--- src/idsw_map.vh ---
`ifndef IDSW_MAP_VH
`define IDSW_MAP_VH
// ---------------------------------------------------------------
// register byte addresses (printed offsets are not all multiples of four)
// ---------------------------------------------------------------
`define IDSW_IDX_IO_BASE 16'h7F71
`define IDSW_IDX_MEM_BASE 16'h7F72
`define IDSW_IDX_STATUS 16'h7F73
`define IDSW_IDX_MASK 16'h7F74
`define IDSW_IDX_IRQ 16'h7F75
`define IDSW_ADDR_IO_BASE 18'h1FDC4
`define IDSW_ADDR_MEM_BASE 18'h1FDC8
`define IDSW_ADDR_STATUS 18'h1FDCC
`define IDSW_ADDR_MASK 18'h1FDD0
`define IDSW_ADDR_IRQ 18'h1FDD4
// ---------------------------------------------------------------
// reset values and fields
// ---------------------------------------------------------------
`define IDSW_RST_MASK 8'hFF
`define IDSW_RST_BASE 8'h00
`define IDSW_TC_LSB 0
`define IDSW_TC_MSB 3
`define IDSW_DMA_SEL_BIT 15
`define IDSW_PKT_MSB 14
`define IDSW_PKT_LSB 10
`define IDSW_OFS_MSB 9
`define IDSW_PAGE_MSB 9
`define IDSW_PAGE_LSB 7
`define IDSW_EXT_MSB 14
`define IDSW_PAGE_BYTES 128
`define IDSW_MAX_PAGES 10
`define IDSW_HDR_BYTES 8
`define IDSW_RESP_OKAY 2'h0
`define IDSW_RESP_SLVERR 2'h2
`endif

--- src/idsw_window_map.v ---
// The AXI4-Lite register port was chosen for this implementation.
`timescale 1ns/1ns
`include "idsw_map.vh"
// What this block does
// - status mirror shows live controller channel status, no own latching
// - controller clears terminal-count bits 3..0 when status read through io window
// - reading the mirror register changes nothing
// - completion flag sets on rising edge of any unmasked mirrored bit
// - mask bits 7..4 gate requests, 3..0 terminal counts; 0 enables
// - mask resets to all ones
// - io cycle drives io base on address 15..8, offset below
// - memory cycle drives memory base on 19..12, 12-bit offset below
// - dma addresses below 0x8000 go to 32K external ram window
// - upper half selects one of 32 packet windows, bits 14..10 packet number
// - buffer manager maps packet offset bits 9..7 onto the first eight of ten 128-byte page pointers
// - all channels share one decoder; it decodes whichever channel's address is presented
// - packet offsets count from packet start including the 8-byte header
// - mirror bits 7..4 request pending ch3..0, bits 3..0 terminal count
module idsw_window_map #(
  parameter PAGE_BYTES = `IDSW_PAGE_BYTES,
  parameter MAX_PAGES = `IDSW_MAX_PAGES
) (
  input wire ref_clk,
  input wire rstn,
  input wire [17:0] s_axi_awaddr,
  input wire s_axi_awvalid,
  output reg s_axi_awready,
  input wire [31:0] s_axi_wdata,
  input wire [3:0] s_axi_wstrb,
  input wire s_axi_wvalid,
  output reg s_axi_wready,
  output reg [1:0] s_axi_bresp,
  output reg s_axi_bvalid,
  input wire s_axi_bready,
  input wire [17:0] s_axi_araddr,
  input wire s_axi_arvalid,
  output reg s_axi_arready,
  output reg [31:0] s_axi_rdata,
  output reg [1:0] s_axi_rresp,
  output reg s_axi_rvalid,
  input wire s_axi_rready,
  input wire [7:0] dmaChannelStatusSource,
  input wire ioCycle,
  input wire [7:0] ioOffset,
  input wire memCycle,
  input wire [11:0] memOffset,
  input wire [15:0] dmaMemAddr,
  input wire [4:0] pagePtr0,
  input wire [4:0] pagePtr1,
  input wire [4:0] pagePtr2,
  input wire [4:0] pagePtr3,
  input wire [4:0] pagePtr4,
  input wire [4:0] pagePtr5,
  input wire [4:0] pagePtr6,
  input wire [4:0] pagePtr7,
  input wire [4:0] pagePtr8,
  input wire [4:0] pagePtr9,
  output reg [19:0] isaAddr,
  output reg isaAddrValid,
  output reg dmaExtSel,
  output reg [14:0] dmaExtAddr,
  output reg dmaPktSel,
  output reg [4:0] packetNumberTag,
  output reg [9:0] packetOffset,
  output reg [11:0] bufferAddr,
  output reg pageOverrun,
  output reg dmaCompletionIrqFlag,
  output reg [7:0] statusMirror
);
  // ---------------------------------------------------------------
  // page pointers, one per 128-byte page of the packet
  // ---------------------------------------------------------------
  wire [5*MAX_PAGES-1:0] pageTable;
  assign pageTable = {pagePtr9, pagePtr8, pagePtr7, pagePtr6, pagePtr5,
                      pagePtr4, pagePtr3, pagePtr2, pagePtr1, pagePtr0};

  // ---------------------------------------------------------------
  // status synchronisers and edge detection
  // ---------------------------------------------------------------
  reg [7:0] statSync1_q;
  reg [7:0] statSync2_q;
  reg [7:0] statPrev_q;
  reg [7:0] io_window_base_q;
  reg [7:0] isa_memory_window_base_q;
  reg [7:0] irqMask_q;
  wire [7:0] riseUnmasked;
  // status crosses from the controller's clock, so it is synchronised;
  // adds two cycles of latency to the mirror but never reads a metastable bit
  always @(posedge ref_clk or negedge rstn) begin
    if (!rstn) begin
      statSync1_q <= 8'h00;
      statSync2_q <= 8'h00;
      statPrev_q <= 8'h00;
      statusMirror <= 8'h00;
    end else begin
      statSync1_q <= dmaChannelStatusSource;
      statSync2_q <= statSync1_q;
      statPrev_q <= statSync2_q;
      statusMirror <= statSync2_q;
    end
  end

  // ---------------------------------------------------------------
  // per-bit rise detection
  // ---------------------------------------------------------------
  // a set mask bit hides its source, but the mirror still shows it
  genvar b;
  generate
    for (b = 0; b < 8; b = b + 1) begin : g_rise
      assign riseUnmasked[b] = statSync2_q[b] & ~statPrev_q[b] & ~irqMask_q[b];
    end
  endgenerate

  // ---------------------------------------------------------------
  // register decode shared by the write and read paths
  // ---------------------------------------------------------------
  localparam [2:0] SEL_NONE = 3'h0;
  localparam [2:0] SEL_IO_BASE = 3'h1;
  localparam [2:0] SEL_MEM_BASE = 3'h2;
  localparam [2:0] SEL_STATUS = 3'h3;
  localparam [2:0] SEL_MASK = 3'h4;
  localparam [2:0] SEL_IRQ = 3'h5;
  // unmapped addresses fall through to an error response
  function [2:0] regSelect;
    input [17:0] addr;
    begin
      if (addr == `IDSW_ADDR_IO_BASE) begin
        regSelect = SEL_IO_BASE;
      end else if (addr == `IDSW_ADDR_MEM_BASE) begin
        regSelect = SEL_MEM_BASE;
      end else if (addr == `IDSW_ADDR_STATUS) begin
        regSelect = SEL_STATUS;
      end else if (addr == `IDSW_ADDR_MASK) begin
        regSelect = SEL_MASK;
      end else if (addr == `IDSW_ADDR_IRQ) begin
        regSelect = SEL_IRQ;
      end else begin
        regSelect = SEL_NONE;
      end
    end
  endfunction

  // ---------------------------------------------------------------
  // axi4-lite write path
  // ---------------------------------------------------------------
  reg [17:0] awAddr_q;
  reg awHave_q;
  reg [7:0] wByte_q;
  reg wStrb0_q;
  reg wHave_q;
  wire doWrite;
  reg wrHit;
  assign doWrite = awHave_q && wHave_q && !s_axi_bvalid;
  wire [2:0] wrSel;
  wire wrIoBase;
  wire wrMemBase;
  wire wrMask;
  assign wrSel = regSelect(awAddr_q);
  // a status write is accepted and ignored, so it still answers okay
  always @* begin
    wrHit = (wrSel != SEL_NONE);
  end
  // only byte lane 0 carries register data; upper lanes are dropped
  assign wrIoBase = doWrite && wStrb0_q && (wrSel == SEL_IO_BASE);
  assign wrMemBase = doWrite && wStrb0_q && (wrSel == SEL_MEM_BASE);
  assign wrMask = doWrite && wStrb0_q && (wrSel == SEL_MASK);
  wire irqClear;
  assign irqClear = doWrite && wStrb0_q && (wrSel == SEL_IRQ) && wByte_q[0];

  always @(posedge ref_clk or negedge rstn) begin
    if (!rstn) begin
      awAddr_q <= 18'h00000;
      awHave_q <= 1'b0;
      wByte_q <= 8'h00;
      wStrb0_q <= 1'b0;
      wHave_q <= 1'b0;
      s_axi_awready <= 1'b0;
      s_axi_wready <= 1'b0;
      s_axi_bvalid <= 1'b0;
      s_axi_bresp <= `IDSW_RESP_OKAY;
      io_window_base_q <= `IDSW_RST_BASE;
      isa_memory_window_base_q <= `IDSW_RST_BASE;
      irqMask_q <= `IDSW_RST_MASK;
    end else begin
      s_axi_awready <= !awHave_q && !s_axi_awready && s_axi_awvalid;
      s_axi_wready <= !wHave_q && !s_axi_wready && s_axi_wvalid;
      if (s_axi_awvalid && s_axi_awready) begin
        awAddr_q <= s_axi_awaddr;
        awHave_q <= 1'b1;
      end
      if (s_axi_wvalid && s_axi_wready) begin
        wByte_q <= s_axi_wdata[7:0];
        wStrb0_q <= s_axi_wstrb[0];
        wHave_q <= 1'b1;
      end
      if (doWrite) begin
        awHave_q <= 1'b0;
        wHave_q <= 1'b0;
        s_axi_bvalid <= 1'b1;
        s_axi_bresp <= wrHit ? `IDSW_RESP_OKAY : `IDSW_RESP_SLVERR;
      end else if (s_axi_bvalid && s_axi_bready) begin
        s_axi_bvalid <= 1'b0;
      end
      if (wrIoBase) begin
        io_window_base_q <= wByte_q;
      end
      if (wrMemBase) begin
        isa_memory_window_base_q <= wByte_q;
      end
      if (wrMask) begin
        irqMask_q <= wByte_q;
      end
    end
  end

  // ---------------------------------------------------------------
  // completion flag
  // ---------------------------------------------------------------
  // sticky so a short status pulse is not lost before firmware looks
  always @(posedge ref_clk or negedge rstn) begin
    if (!rstn) begin
      dmaCompletionIrqFlag <= 1'b0;
    end else begin
      // a new edge in the clearing cycle wins over the clear
      if (|riseUnmasked) begin
        dmaCompletionIrqFlag <= 1'b1;
      end else if (irqClear) begin
        dmaCompletionIrqFlag <= 1'b0;
      end
    end
  end

  // ---------------------------------------------------------------
  // axi4-lite read path; reads have no side effects
  // ---------------------------------------------------------------
  reg [7:0] rdByte;
  reg rdHit;
  wire [2:0] rdSel;
  assign rdSel = regSelect(s_axi_araddr);
  always @* begin
    rdByte = 8'h00;
    rdHit = 1'b1;
    if (rdSel == SEL_IO_BASE) begin
      rdByte = io_window_base_q;
    end else if (rdSel == SEL_MEM_BASE) begin
      rdByte = isa_memory_window_base_q;
    end else if (rdSel == SEL_STATUS) begin
      rdByte = statSync2_q;
    end else if (rdSel == SEL_MASK) begin
      rdByte = irqMask_q;
    end else if (rdSel == SEL_IRQ) begin
      rdByte = {7'h00, dmaCompletionIrqFlag};
    end else begin
      rdHit = 1'b0;
    end
  end
  always @(posedge ref_clk or negedge rstn) begin
    if (!rstn) begin
      s_axi_arready <= 1'b0;
      s_axi_rvalid <= 1'b0;
      s_axi_rdata <= 32'h00000000;
      s_axi_rresp <= `IDSW_RESP_OKAY;
    end else begin
      s_axi_arready <= !s_axi_rvalid && !s_axi_arready && s_axi_arvalid;
      if (s_axi_arvalid && s_axi_arready) begin
        s_axi_rvalid <= 1'b1;
        s_axi_rdata <= {24'h000000, rdByte};
        s_axi_rresp <= rdHit ? `IDSW_RESP_OKAY : `IDSW_RESP_SLVERR;
      end else if (s_axi_rvalid && s_axi_rready) begin
        s_axi_rvalid <= 1'b0;
      end
    end
  end

  // ---------------------------------------------------------------
  // isa address forming for microcontroller window cycles
  // ---------------------------------------------------------------
  // the status-clear side effect of reading the controller's own status
  // register lives inside the controller; this block only forms the address
  reg [19:0] isaAddr_d;
  // the address holds between cycles so idle lines do not toggle
  always @* begin
    isaAddr_d = isaAddr;
    if (ioCycle) begin
      isaAddr_d = {4'h0, io_window_base_q, ioOffset};
    end else if (memCycle) begin
      isaAddr_d = {isa_memory_window_base_q, memOffset};
    end
  end

  always @(posedge ref_clk or negedge rstn) begin
    if (!rstn) begin
      isaAddr <= 20'h00000;
      isaAddrValid <= 1'b0;
    end else begin
      isaAddrValid <= ioCycle | memCycle;
      isaAddr <= isaAddr_d;
    end
  end

  // ---------------------------------------------------------------
  // dma memory address decode and page remap
  // ---------------------------------------------------------------
  // one decoder shared by all channels; the address presented is
  // whichever channel currently owns the bus
  function [4:0] pageSelect;
    input [5*MAX_PAGES-1:0] tbl;
    input [9:0] ofs;
    integer i;
    begin
      pageSelect = 5'h00;
      // a 1K window spans eight 128-byte pages, so the last pointers
      // of a ten-page packet are never reached through this window
      for (i = 0; i < MAX_PAGES; i = i + 1) begin
        if (ofs[`IDSW_PAGE_MSB:`IDSW_PAGE_LSB] == i) begin
          pageSelect = tbl[5*i +: 5];
        end
      end
    end
  endfunction
  wire [9:0] dmaOfs;
  wire [3:0] pageIdx;
  assign dmaOfs = dmaMemAddr[`IDSW_OFS_MSB:0];
  // with ten or more pages per packet the overrun flag stays low
  assign pageIdx = {1'b0, dmaOfs[`IDSW_PAGE_MSB:`IDSW_PAGE_LSB]};
  always @(posedge ref_clk or negedge rstn) begin
    if (!rstn) begin
      dmaExtSel <= 1'b0;
      dmaExtAddr <= 15'h0000;
      dmaPktSel <= 1'b0;
      packetNumberTag <= 5'h00;
      packetOffset <= 10'h000;
      bufferAddr <= 12'h000;
      pageOverrun <= 1'b0;
    end else begin
      dmaExtSel <= ~dmaMemAddr[`IDSW_DMA_SEL_BIT];
      dmaExtAddr <= dmaMemAddr[`IDSW_EXT_MSB:0];
      dmaPktSel <= dmaMemAddr[`IDSW_DMA_SEL_BIT];
      packetNumberTag <= dmaMemAddr[`IDSW_PKT_MSB:`IDSW_PKT_LSB];
      packetOffset <= dmaOfs;
      bufferAddr <= {pageSelect(pageTable, dmaOfs), dmaOfs[6:0]};
      pageOverrun <= dmaMemAddr[`IDSW_DMA_SEL_BIT] && (pageIdx >= MAX_PAGES);
    end
  end
endmodule

--- config.mk ---
export PLATFORM = sky130hd
export DESIGN_NAME = idsw_window_map
export DESIGN_NICKNAME = d
export VERILOG_FILES = /design/src/idsw_window_map.v
export VERILOG_INCLUDE_DIRS = /design/src
export SDC_FILE = /design/constraint.sdc
export NUM_CORES = 1
export LEC_CHECK = 0
export ABC_AREA = 1
export BUFFER_PORTS_ARGS = -buffer_cell sky130_fd_sc_hd__buf_2
export CORE_MARGIN = 2
export CORE_UTILIZATION = 50
export DETAILED_ROUTE_END_ITERATION = 12
export PLACE_DENSITY = 0.85
export RECOVER_POWER = 100
export SYNTH_ARGS = -nofsm -noshare
export SYNTH_HDL_FRONTEND = slang
export SYNTH_SLANG_ARGS = --single-unit
--- constraint.sdc ---
create_clock -name ref_clk -period 4.1 [get_ports ref_clk]
set_input_delay 0.41 -clock ref_clk [delete_from_list [all_inputs] [get_ports ref_clk]]
set_output_delay 0.41 -clock ref_clk [all_outputs]
set_load 0.02 [all_outputs]
# --- Word-level counts from Yosys, hierarchy flattened ---
# Index checks and enable logic that the tools add are counted.
# Widths: inputs -> output; s select.
word_totals:
  regBits: 161
  inputBits: 175
  output_inout_bits: 116
  wordCells: 168
op_classes:
  magnitude_cmp: 1
  n_eq_ne: 26
  muxes: 42
  bitwise: 34
  reduce_logical: 36
op_table:
  columns: ["cell", "n"]
  rows:
  - ["$eq 18x17->1 const B", 10]
  - ["$mux 20", 2]
  - ["$mux 5", 8]
  - ["$mux 8", 4]
  - ["$mux 3", 10]
  - ["$eq 3x3->1 const B", 8]
  - ["$logic_and 1x1->1", 20]
  - ["$not 1->1", 17]
  - ["$and 1x1->1", 16]
  - ["$mux 1", 16]
  - ["$eq 3x2->1 const B", 5]
  - ["$reduce_bool 2->1", 6]
  - ["$eq 3x1->1 const B", 3]
  - ["$reduce_or 8->1", 1]
  - ["$logic_not 1->1", 7]
  - ["$ge 3x4->1 const B", 1]
  - ["$mux 2", 2]
  - ["$logic_not 3->1", 1]
  - ["$reduce_bool 3->1", 1]
  - ["$or 1x1->1", 1]

# --- Longest topological paths before layout ---
# Gate-level depths: netlist (run 1).
logic_depth:
  word_depth: 13
  mapped_depth: 11
  mapped_depth_nobuf: 11

# --- Worst setup path after synthesis (run 1) ---
# Ideal clock, no wire load.
synth_timing:
  path_kind: "reg-to-reg"
  from: "reg s_axi_bvalid"
  to: "reg isa_memory_window_base_q[5]"
  arrival_ps: 1340
  required_ps: 3980
  slack_ps: 2641
  path_stages_with_launch: 10
  synth_period_minus_slack_ps: 1459
  path_cell_list: "dfrtp_1 -> inv_1 -> nand3_1 -> inv_1 -> nand2_1 -> inv_1 -> nand3_2 -> buf_6 -> nand2_1 -> o21ai_2"
synth_via:
  elab_chain_cells: 4
synth_lines:
  columns: ["item", "line_no", "rtl"]
  rows:
  - ["from (decl)", "idsw_window_map.v:33", "output reg s_axi_bvalid,"]
  - ["from (signal assigned)", "idsw_window_map.v:179", "s_axi_bvalid <= 1'b0;"]
  - ["from (signal assigned)", "idsw_window_map.v:199", "s_axi_bvalid <= 1'b1;"]
  - ["from (signal assigned)", "idsw_window_map.v:202", "s_axi_bvalid <= 1'b0;"]
  - ["$logic_not 1->1", "idsw_window_map.v:153", "assign doWrite = awHave_q && wHave_q && !s_axi_bvalid;"]
  - ["$logic_and 1x1->1", "idsw_window_map.v:153", null]
  - ["$logic_and 1x1->1 (2 in a row)", "idsw_window_map.v:165", "assign wrMemBase = doWrite && wStrb0_q && (wrSel == SEL_MEM_BASE);"]
  - ["to (signal assigned)", "idsw_window_map.v:182", "isa_memory_window_base_q <= `IDSW_RST_BASE;"]
  - ["to (signal assigned)", "idsw_window_map.v:208", "isa_memory_window_base_q <= wByte_q;"]
  - ["to (decl)", "idsw_window_map.v:84", "reg [7:0] isa_memory_window_base_q;"]
# Every way passes these cells.
# A chain may end at the register's enable or synchronous reset.

==> results.toml, run 1 <==
[route]
first_pass_iters = 6
totalWireLength_um = 14500
ant_nets = 0
drc = 0
via_per_inst = 4.94
drt_iter0_drc = 220
drt-wirelength-per-cell_um = 13.8
via_count = 5168

[grt]
antenna_found_initial = 0
grt_start_max_net_pins = 113
grt_pass1_vias = 5048
grt_usage_pct = 22.7
grt_first_pass_wirelength_um = 23200
grt-ovfl-total = 0

[yosys]
syn-cell-area_sq_um = 6130
synthCells = 684
synth_compound_area_share_pct = 6.40
synth_common_cells = "nand2_1 (201), dfrtp_1 (128), nand3_1 (81)"
synth_top_family_by_area = "simple AND/OR/NAND/NOR gates"
synthTopCellsByArea = "dfrtp_1 (52%), nand2_1 (12%), nand3_1 (6.6%)"
muxShareOfSynthArea_pct = 0
ys_seq_area_share_pct = 55.6
async_flop_share_pct = 100
synth-adder-area-share_pct = 0
synthFlopType = "dfrtp_1"
synth_xor_area_share_pct = 0
synth_cell_types = 35
ys_ff_latch = 136
synth_top_area_share_pct = 52.2
synth_top_area_cell = "dfrtp_1"
ys_warn_count = 0
synthMostInstantiatedCell = "nand2_1"
synth_edf_count = 0
synth_simple_gate_area_share_pct = 26.8
syn_avg_cell_area_sq_um = 8.97

[layout]
n_fill_cell = 1130
regArea_sq_um = 3410
area_delta_synth_final_pct = 21.5
multi_input_area_sq_um = 2040
largest_registers = "isaAddr: 20 flops, awAddr_q: 18 flops, dmaExtAddr: 14 flops"
largest_reg_flops = 20
drive_above_1_share_pct = 21.1
diodes = 0
final_net_count = 1063
top_register = "isaAddr"

[sta]
setup_slack_ns = 1.71
period_minus_slack_ns = 2.39
finalSetupViolCount = 0
fin_worst_skew_ns = 0.00996
max_freq_ghz = 0.419
setup_tns_ns = 0
slew_violations = 113
min_period_over_period_pct = 58.2
slew_headroom_pct = -76.8
hold_viol = 0
rsz0062_at_grt = "no"
tightest_slew_ns = 2.65

[clock_tree]
cts_max_level = 4
root_buffer = "clkbuf_16"
post_cts_buffers = 0
clk_pin_slew_ns = 0.06
cts_hold_buf = 0
cts_tree = "built"
clock_latency_ns = 0.41
cts_inserted_buffers = 17
clk_path_buf_depth = 2
post_cts_resized = 0
cts_sinks = 136

[outcome]
violations = "max-capacitance violations, max-slew violations"
status = "complete, but fails checks"

[worst_setup_path]
ff2ff_setup_slack_ns = 2.23
critical_path.cell_chain = "clkbuf_2"
critPathCaptureType = "async pin"
crit_required_ns = 4.04
start_kind = "input pin"
crit_family = "buffers and inverters"
reg2reg_depth = 7
crit_type = "in2async"
max_stage_delay_ns = 1.83
path_max_fanout = 112
cp_slowest_cell = "clkbuf_2"
worst-path-buf-inv = 1
cp.depth = 1
worstPathArrival_ns = 2.32

[floorplan]
core_area_sq_um = 12000
die_h_um = 115
die_area_sq_um = 13200
start_util_pct = 51.1
die_w_um = 115
num_io_pins = 291
rows = 40

[hold_path]
min_path_type = "in2reg"
hold_depth = 1

[pwr]
p_per_area_nw_per_um2 = 504
total_leakage_power_nw = 3.69
ir_worst_vdd_v = 0.000306

[placed_design]
dp_hpwl_um = 10900
dp_slack_ns = 2.34
numPortBuffers = 226
gp_congestion = 0.817

[flow_run]
drv_cap = 1
==> cell type report <==
type | count | share of cell area, %
clock buffers | 24 | 6.46
clock inverters | 7 | 1.26
well taps | 147 | 2.47
inverters | 55 | 2.77
repair buffers | 229 | 13.8
multi-input cells | 449 | 27.4
flip-flops and latches | 136 | 45.8
==> power breakdown <==
| part | switching [mW] | total (mW) | internal [mW] |
|---|---|---|---|
| logic | 0.451 | 0.636 | 0.185 |
| clock network | 0.535 | 1.47 | 0.939 |
| registers | 0.106 | 1.65 | 1.54 |
| total | 1.09 | 3.76 | 2.66 |
==> layout by cell type, fill, tap and decap left out, types with 2 or more instances in the layout <==
cell type	synthesis	routed
nor2_2	7	6
nand4_1	20	20
clkbuf_16	0	17
o21ai_2	20	3
nand3_1	81	84
clkbuf_8	0	3
buf_2	3	132
bufinv_16	0	2
o21ai_0	27	48
nor3_2	3	3
nor3b_1	4	4
conb_1	1	27
nand3b_1	3	3
dfrtp_1	128	128
clkinvlp_4	0	2
inv_2	4	4
clkinv_2	0	2
a21oi_1	4	4
nor3_1	9	9
nor2_1	22	24
clkbuf_1	13	99
o2111ai_1	2	2
dfstp_2	8	8
nand2_2	3	3
inv_1	50	50
nand2_1	201	201
==> metrics by stage <==
stage	hold WS [ns]	cell area [sq um]	std cells	total power, mW	util, %
after floorplan	0.114	6230	710	2.12	-
after global placement	0.333	7100	1016	2.32	59.1
after detailed placement	0.335	7100	1016	2.35	59.1
after CTS	0.0900	7680	1047	3.84	63.9
after global routing	0.0852	7450	1047	3.95	62.0
final	0.105	7450	1047	3.76	62.0
==> layer usage <==
layer / share of wire (%) / GRT usage (%) / up-vias
met5: 0 / 0 / -
met2: 50 / 39.3 / 206
li1: - / - / 2554
met3: 7.1 / 6.43 / 26
met4: 2.0 / 8.67 / 0
met1: 40 / 26.9 / 2382
==> worst reg2reg max path, stage by stage, from the launching register on <==
cell	delay (ns)
dfrtp_1	0.39
nor2_2	0.23
inv_2	0.09
nor3_4	0.14
nand2_2	0.07
nor2_2	0.07
nand3_1	0.43
o21ai_0	0.35
==> kinds of logic (layout without fill, tap and decap cells) <==
family / count (synthesis) / count (layout)
flip-flops: 136 / 136
AND/OR/NAND/NOR: 361 / 361
AO/OA/AOI/OAI: 61 / 61
buffers and inverters: 125 / 315
other: 1 / 27
==> path summary, 6_finish.rpt <==
kind | startpoint | endpoint
min reg2reg | statSync1_q[4] | statSync2_q[4]
min | dmaMemAddr[1] | dmaExtAddr[1]
max | rstn | statPrev_q[2]
max reg2reg | awAddr_q[1] | io_window_base_q[2]
min in group asynchronous | rstn | dmaExtAddr[8]
max in group ref_clk | awAddr_q[1] | io_window_base_q[2]
No activity file was read; power rests on OpenSTA's default activity.
==> run 2, diff against run 1 <==
--- a/config.mk
+++ b/config.mk
@@ -6,12 +6,12 @@
 export SDC_FILE = /design/constraint.sdc
 export NUM_CORES = 1
 export LEC_CHECK = 0
-export ABC_AREA = 1
+export ABC_AREA = 0
 export BUFFER_PORTS_ARGS = -buffer_cell sky130_fd_sc_hd__buf_2
 export CORE_MARGIN = 2
-export CORE_UTILIZATION = 50
+export CORE_UTILIZATION = 42
 export DETAILED_ROUTE_END_ITERATION = 12
-export PLACE_DENSITY = 0.85
+export PLACE_DENSITY = 0.77
 export RECOVER_POWER = 100
 export SYNTH_ARGS = -nofsm -noshare
 export SYNTH_HDL_FRONTEND = slang
==> constraint.sdc (replaced) <==
create_clock -name ref_clk -period 2.1 [get_ports ref_clk]
set_input_delay 0.21 -clock ref_clk [delete_from_list [all_inputs] [get_ports ref_clk]]
set_output_delay 0.21 -clock ref_clk [all_outputs]
set_load 0.02 [all_outputs]
==> results.toml, run 2 <==
[outcome]
status = "complete, but fails checks"
violations = "max-capacitance violations, max-slew violations, negative setup slack"

[layout]
fin_area_sq_um = 7820
n_fill_cell = 1232
top_register = "isaAddr"
largest_reg_flops = 20
final_common_cell = "buf_2"
final_cell_mix = "buf_2 (132), dfrtp_1 (127), clkbuf_1 (94), mux2_2 (45), nand2_1 (38)"
final_net_count = 888
area_delta_synth_final_pct = 31.6
drive_above_1_share_pct = 33.6
largest_registers = "isaAddr: 20 flops, awAddr_q: 18 flops, dmaExtAddr: 14 flops"

[yosys]
synth_top_area_share_pct = 53.9
async_flop_share_pct = 100
synthFlopType = "dfrtp_1"
synth_cell_types = 50
synthMostInstantiatedCell = "dfrtp_1"
synth_top_family_by_area = "multiplexers"
synth_edf_count = 0
ys_seq_area_share_pct = 57.4
synth_xor_area_share_pct = 0
muxShareOfSynthArea_pct = 16.9
synth_top_area_cell = "dfrtp_1"
syn_avg_cell_area_sq_um = 12.5
synth-adder-area-share_pct = 0
synth_compound_area_share_pct = 8.36
syn-cell-area_sq_um = 5940
ys_ff_latch = 136
ys_warn_count = 0
synthCells = 474
synth_simple_gate_area_share_pct = 9.13
synth_common_cells = "dfrtp_1 (128), buf_4 (49), mux2_2 (46)"
synthTopCellsByArea = "dfrtp_1 (54%), mux2_2 (8.7%), buf_4 (6.2%)"

[route]
drc = 0
ant_nets = 0
totalWireLength_um = 14300
drt_iter0_drc = 113
drt-wirelength-per-cell_um = 15.7
first_pass_iters = 4
via_per_inst = 4.94
via_count = 4491

[worst_setup_path]
path_max_fanout = 8
ff2ff_setup_slack_ns = -0.01
crit_family = "simple AND/OR/NAND/NOR gates"
critical_path.cell_chain = "or2b_1 -> or4_4 -> or4_4 -> mux2_4"
endpoint = "isa_memory_window_base_q[6]"
r2r_start = "awAddr_q[9]"
critPathCaptureType = "flop"
start_kind = "flop"
crit_type = "reg2reg"
crit_path_start = "awAddr_q[9]"
worstPathArrival_ns = 2.41
r2r-end = "isa_memory_window_base_q[6]"
max_stage_delay_ns = 0.56
worst-path-buf-inv = 0
reg2reg_depth = 4
crit_required_ns = 2.40
cp.depth = 4
cp_slowest_cell = "or4_4"
crit_top_cell = "or4_4"

[grt]
grt_first_pass_wirelength_um = 22000
grt_pass1_vias = 4640
grt_start_max_net_pins = 61
grt_usage_pct = 19.1
grt-ovfl-total = 0
antenna_found_initial = 2

[hold_path]
hp-start = "ioOffset[0]"
min_path_type = "in2reg"

[pwr]
clockPowerShare_pct = 41.0
p_comb_share_pct = 15.4
sw_frac_of_total_pct = 26.9
total_leakage_power_nw = 3.64
power_mw = 7.69
p_per_area_nw_per_um2 = 983
ir_worst_vdd_v = 0.000636
p_seq_share_pct = 43.7
switchingPower_mw = 2.07
power.internal_mw = 5.62

[flow_run]
drv_cap = 1

[sta]
min_period_over_period_pct = 101
finalSetupViolCount = 8
rsz0062_at_grt = "yes"
tightest_slew_ns = 1.62
hold_ws_ns = 0.0176
fin_worst_skew_ns = 0.00742
setup_tns_ns = -0.0564
max_freq_ghz = 0.473
slew_violations = 22
setup_slack_ns = -0.0130
slew_headroom_pct = -7.97
hold_viol = 0
period_minus_slack_ns = 2.11

[placed_design]
numPortBuffers = 226
gp_congestion = 0.817
dp_hpwl_um = 10400
place_area_sq_um = 7030

[floorplan]
core_area_sq_um = 13800
num_io_pins = 291
die_w_um = 123
die_area_sq_um = 15100
die_h_um = 123
rows = 43
start_util_pct = 43.0

[clock_tree]
cts_sinks = 136
cts_tree = "built"
clock_latency_ns = 0.41
cts_max_level = 4
cts_inserted_buffers = 17
clk_path_buf_depth = 2
root_buffer = "clkbuf_16"
clk_pin_slew_ns = 0.06
==> run 2: through the flow <==
| step | setup WS [ns] | util (%) | instances |
|---|---|---|---|
| after CTS | -0.0200 | 57.5 | 906 |
| after global placement | 0.00978 | 50.8 | 845 |
| after global routing | -0.0574 | 56.5 | 907 |
| after detailed placement | -0.0169 | 50.8 | 845 |
| final | -0.0130 | 56.6 | 909 |
| after floorplan | 0.00451 | - | 500 |
==> run 2: timing repair <==
| action | in CTS | in global routing |
|---|---|---|
| gates resized for setup | 0 | 1 |
| hold buffers | 28 | 0 |
| endpoints found under the setup margin | 8 | 9 |
| hold endpoints to repair | 81 | 0 |
| pin swaps | 0 | 0 |
| buffers inserted | 1 | 0 |
| cloned | 0 | 0 |
==> run 2: cell families (layout without fill, tap and decap cells) <==
| family | after synthesis | after routing |
|---|---|---|
| other | 1 | 30 |
| muxes | 88 | 88 |
| buffers and inverters | 78 | 304 |
| AOI/OAI and AO/OA | 74 | 74 |
| and+or+nand+nor | 97 | 97 |
| DFF | 136 | 136 |
==> run 2: area by class of cell <==
class,instances,area [sq um],share of cell area (%)
multi-input cells,286,2150,27.4
clock buffers,18,439,5.61
diodes,3,7.51,0.0960
inverters,9,33.8,0.432
repair buffers,263,1360,17.4
clock inverters,14,195,2.49
well taps,180,225,2.88
flip-flops and latches,136,3410,43.6
==> run 2: worst min-delay path by stage <==
stage               cells past startpoint  slack, ns      endpoint
finish                                  3       0.02    isaAddr[0]
global route                            2      0.007      wStrb0_q
CTS                                     3      0.001    isaAddr[0]
detailed placement                      1       0.22    isaAddr[0]
global placement                        1       0.22  isaAddrValid
floorplan                               0      -0.09   awAddr_q[0]
==> run 2: per-layer routing <==
metal  vias to the layer above  GRT usage, %  routed length, um
met5                         -             0                  0
li1                       2095             -                  -
met4                         0          8.88                441
met1                      2163          22.4               5730
met2                       199          33.0               7060
met3                        34          4.89               1060
==> run 2: power groups by stage <==
stage | Combinational, mW | Sequential (mW) | Clock [mW]
after floorplan | 0.727 | 3.40 | 0
after global placement | 1.14 | 3.34 | 0
after detailed placement | 1.19 | 3.39 | 0
after CTS | 1.24 | 3.35 | 3.22
after global routing | 1.31 | 3.41 | 3.34
final | 1.18 | 3.36 | 3.15
==> run 2: worst min-delay path, cell delays in order <==
cell	delay (ns)
buf_2	0.08
nand2_1	0.04
o21ai_0	0.06
==> run 3, diff against run 2 <==
--- a/config.mk
+++ b/config.mk
@@ -9,9 +9,9 @@
 export ABC_AREA = 0
 export BUFFER_PORTS_ARGS = -buffer_cell sky130_fd_sc_hd__buf_2
 export CORE_MARGIN = 2
-export CORE_UTILIZATION = 42
+export CORE_UTILIZATION = 40
 export DETAILED_ROUTE_END_ITERATION = 12
-export PLACE_DENSITY = 0.77
+export PLACE_DENSITY = 0.74
 export RECOVER_POWER = 100
 export SYNTH_ARGS = -nofsm -noshare
 export SYNTH_HDL_FRONTEND = slang
==> results.toml, run 3 (synthesized netlist as in run 2, its figures left out) <==
[pwr]
p_per_area_nw_per_um2 = 997
ir_worst_vdd_v = 0.000806
total_leakage_power_nw = 3.63

[sta]
setup_slack_ns = -0.0162
tightest_slew_ns = 1.40
max_freq_ghz = 0.473
slew_violations = 0
rsz0062_at_grt = "yes"
hold_ws_ns = 0.0133
min_period_over_period_pct = 101
hold_viol = 0
fin_worst_skew_ns = 0.00570
slew_headroom_pct = 6.76
finalSetupViolCount = 8
period_minus_slack_ns = 2.12

[floorplan]
core_area_sq_um = 14500
rows = 44
num_io_pins = 291
die_w_um = 126
die_h_um = 126
die_area_sq_um = 15900
start_util_pct = 40.9

[worst_setup_path]
r2r-end = "isa_memory_window_base_q[5]"
crit_path_start = "awAddr_q[9]"
r2r_start = "awAddr_q[9]"
worstPathArrival_ns = 2.42
reg2reg_depth = 4
crit_required_ns = 2.40
crit_type = "reg2reg"
ff2ff_setup_slack_ns = -0.02
endpoint = "isa_memory_window_base_q[5]"
critPathCaptureType = "flop"
path_max_fanout = 8
start_kind = "flop"

[placed_design]
dp_hpwl_um = 10300
dp_cells = 849
numPortBuffers = 226
gp_congestion = 0.827

[clock_tree]
clk_pin_slew_ns = 0.06
root_buffer = "clkbuf_16"
clock_latency_ns = 0.41
cts_tree = "built"
cts_inserted_buffers = 17
cts_max_level = 4
clk_path_buf_depth = 2
cts_sinks = 136

[layout]
final_cell_mix = "buf_2 (131), dfrtp_1 (127), clkbuf_1 (100), mux2_2 (46), nand2_1 (38)"
regArea_sq_um = 3410
final_net_count = 886
top_register = "isaAddr"
multi_input_area_sq_um = 2140
fin_cells = 908
largest_registers = "isaAddr: 20 flops, awAddr_q: 18 flops, dmaExtAddr: 14 flops"
drive_above_1_share_pct = 33.0
largest_reg_flops = 20
area_delta_synth_final_pct = 31.5
final_common_cell = "buf_2"
diodes = 0
n_fill_cell = 1304

[route]
totalWireLength_um = 13700
via_per_inst = 4.87
drt-wirelength-per-cell_um = 15.1
drc = 0
drt_iter0_drc = 144
first_pass_iters = 5
ant_nets = 0
via_count = 4426

[grt]
antenna_found_initial = 0
grt_pass1_vias = 4416
grt_first_pass_wirelength_um = 21500
grt_usage_pct = 17.2
grt_start_max_net_pins = 49
grt-ovfl-total = 0

[flow_run]
drv_cap = 0

[hold_path]
min_path_type = "in2reg"
hold_depth = 3

[outcome]
violations = "negative setup slack"
status = "complete, but fails checks"
[run 3: final cells by class]
class	instances	share of cell area [%]
flip-flops and latches	136	43.7
multi-input cells	286	27.4
repair buffers	261	17.1
clock buffers	22	5.94
well taps	184	2.94
clock inverters	10	2.45
inverters	9	0.432
[run 3: repair_timing]
| item | CTS | global route |
|---|---|---|
| pin swaps | 0 | 1 |
| endpoints found under the hold margin | 66 | 0 |
| hold buffers | 26 | 0 |
| setup buffers | 1 | 0 |
| resized for setup | 0 | 1 |
| setup endpoints to repair | 8 | 9 |
[run 3: worst min path at each step]
| stage | from | endpoint | slack [ns] |
|---|---|---|---|
| final | ioOffset[3] | isaAddr[3] | 0.01 |
| after global routing | pagePtr7[4] | bufferAddr[11] | 0.007 |
| after CTS | ioOffset[3] | isaAddr[3] | 0.003 |
| after detailed placement | rstn | dmaExtAddr[4] | 0.16 |
| after global placement | rstn | dmaExtAddr[0] | 0.14 |
| after floorplan | rstn | awAddr_q[0] | -0.09 |
[run 3: power by group]
| group | internal, mW | switching, mW |
|---|---|---|
| Clock | 2.18 | 1.08 |
| Combinational | 0.584 | 0.589 |
| Sequential | 3.02 | 0.342 |
| Total | 5.78 | 2.01 |
[run 3: through the flow]
stage          instance area, sq um  TNS, ns  worst slack (ns)  total power [mW]  utilization (%)
2_1_floorplan                  6050        0           0.00451              4.13                -
3_3_place_gp                   7030        0            0.0163              4.50             48.4
3_5_place_dp                   7030  -0.0141          -0.00923              4.58             48.4
4_1_cts                        7960  -0.0464           -0.0143              7.92             54.7
5_1_grt                        7820   -0.452           -0.0678              8.17             53.8
6_report                       7820  -0.0786           -0.0162              7.79             53.8
[run 3: critical path, stage by stage (launching register included)]
cell and delay, ns:
dfrtp_1 0.37, or2b_1 0.22, or4_4 0.51, or4_4 0.55, mux2_4 0.34
[run 3: routing by layer]
| metal | global-route usage (%) | wire length, um | up-vias |
|---|---|---|---|
| li1 | - | - | 2082 |
| met1 | 20.8 | 5560 | 2166 |
| met2 | 29.5 | 7030 | 169 |
| met3 | 5.56 | 1010 | 9 |
| met4 | 4.78 | 128 | 0 |
| met5 | 0 | 0 | - |
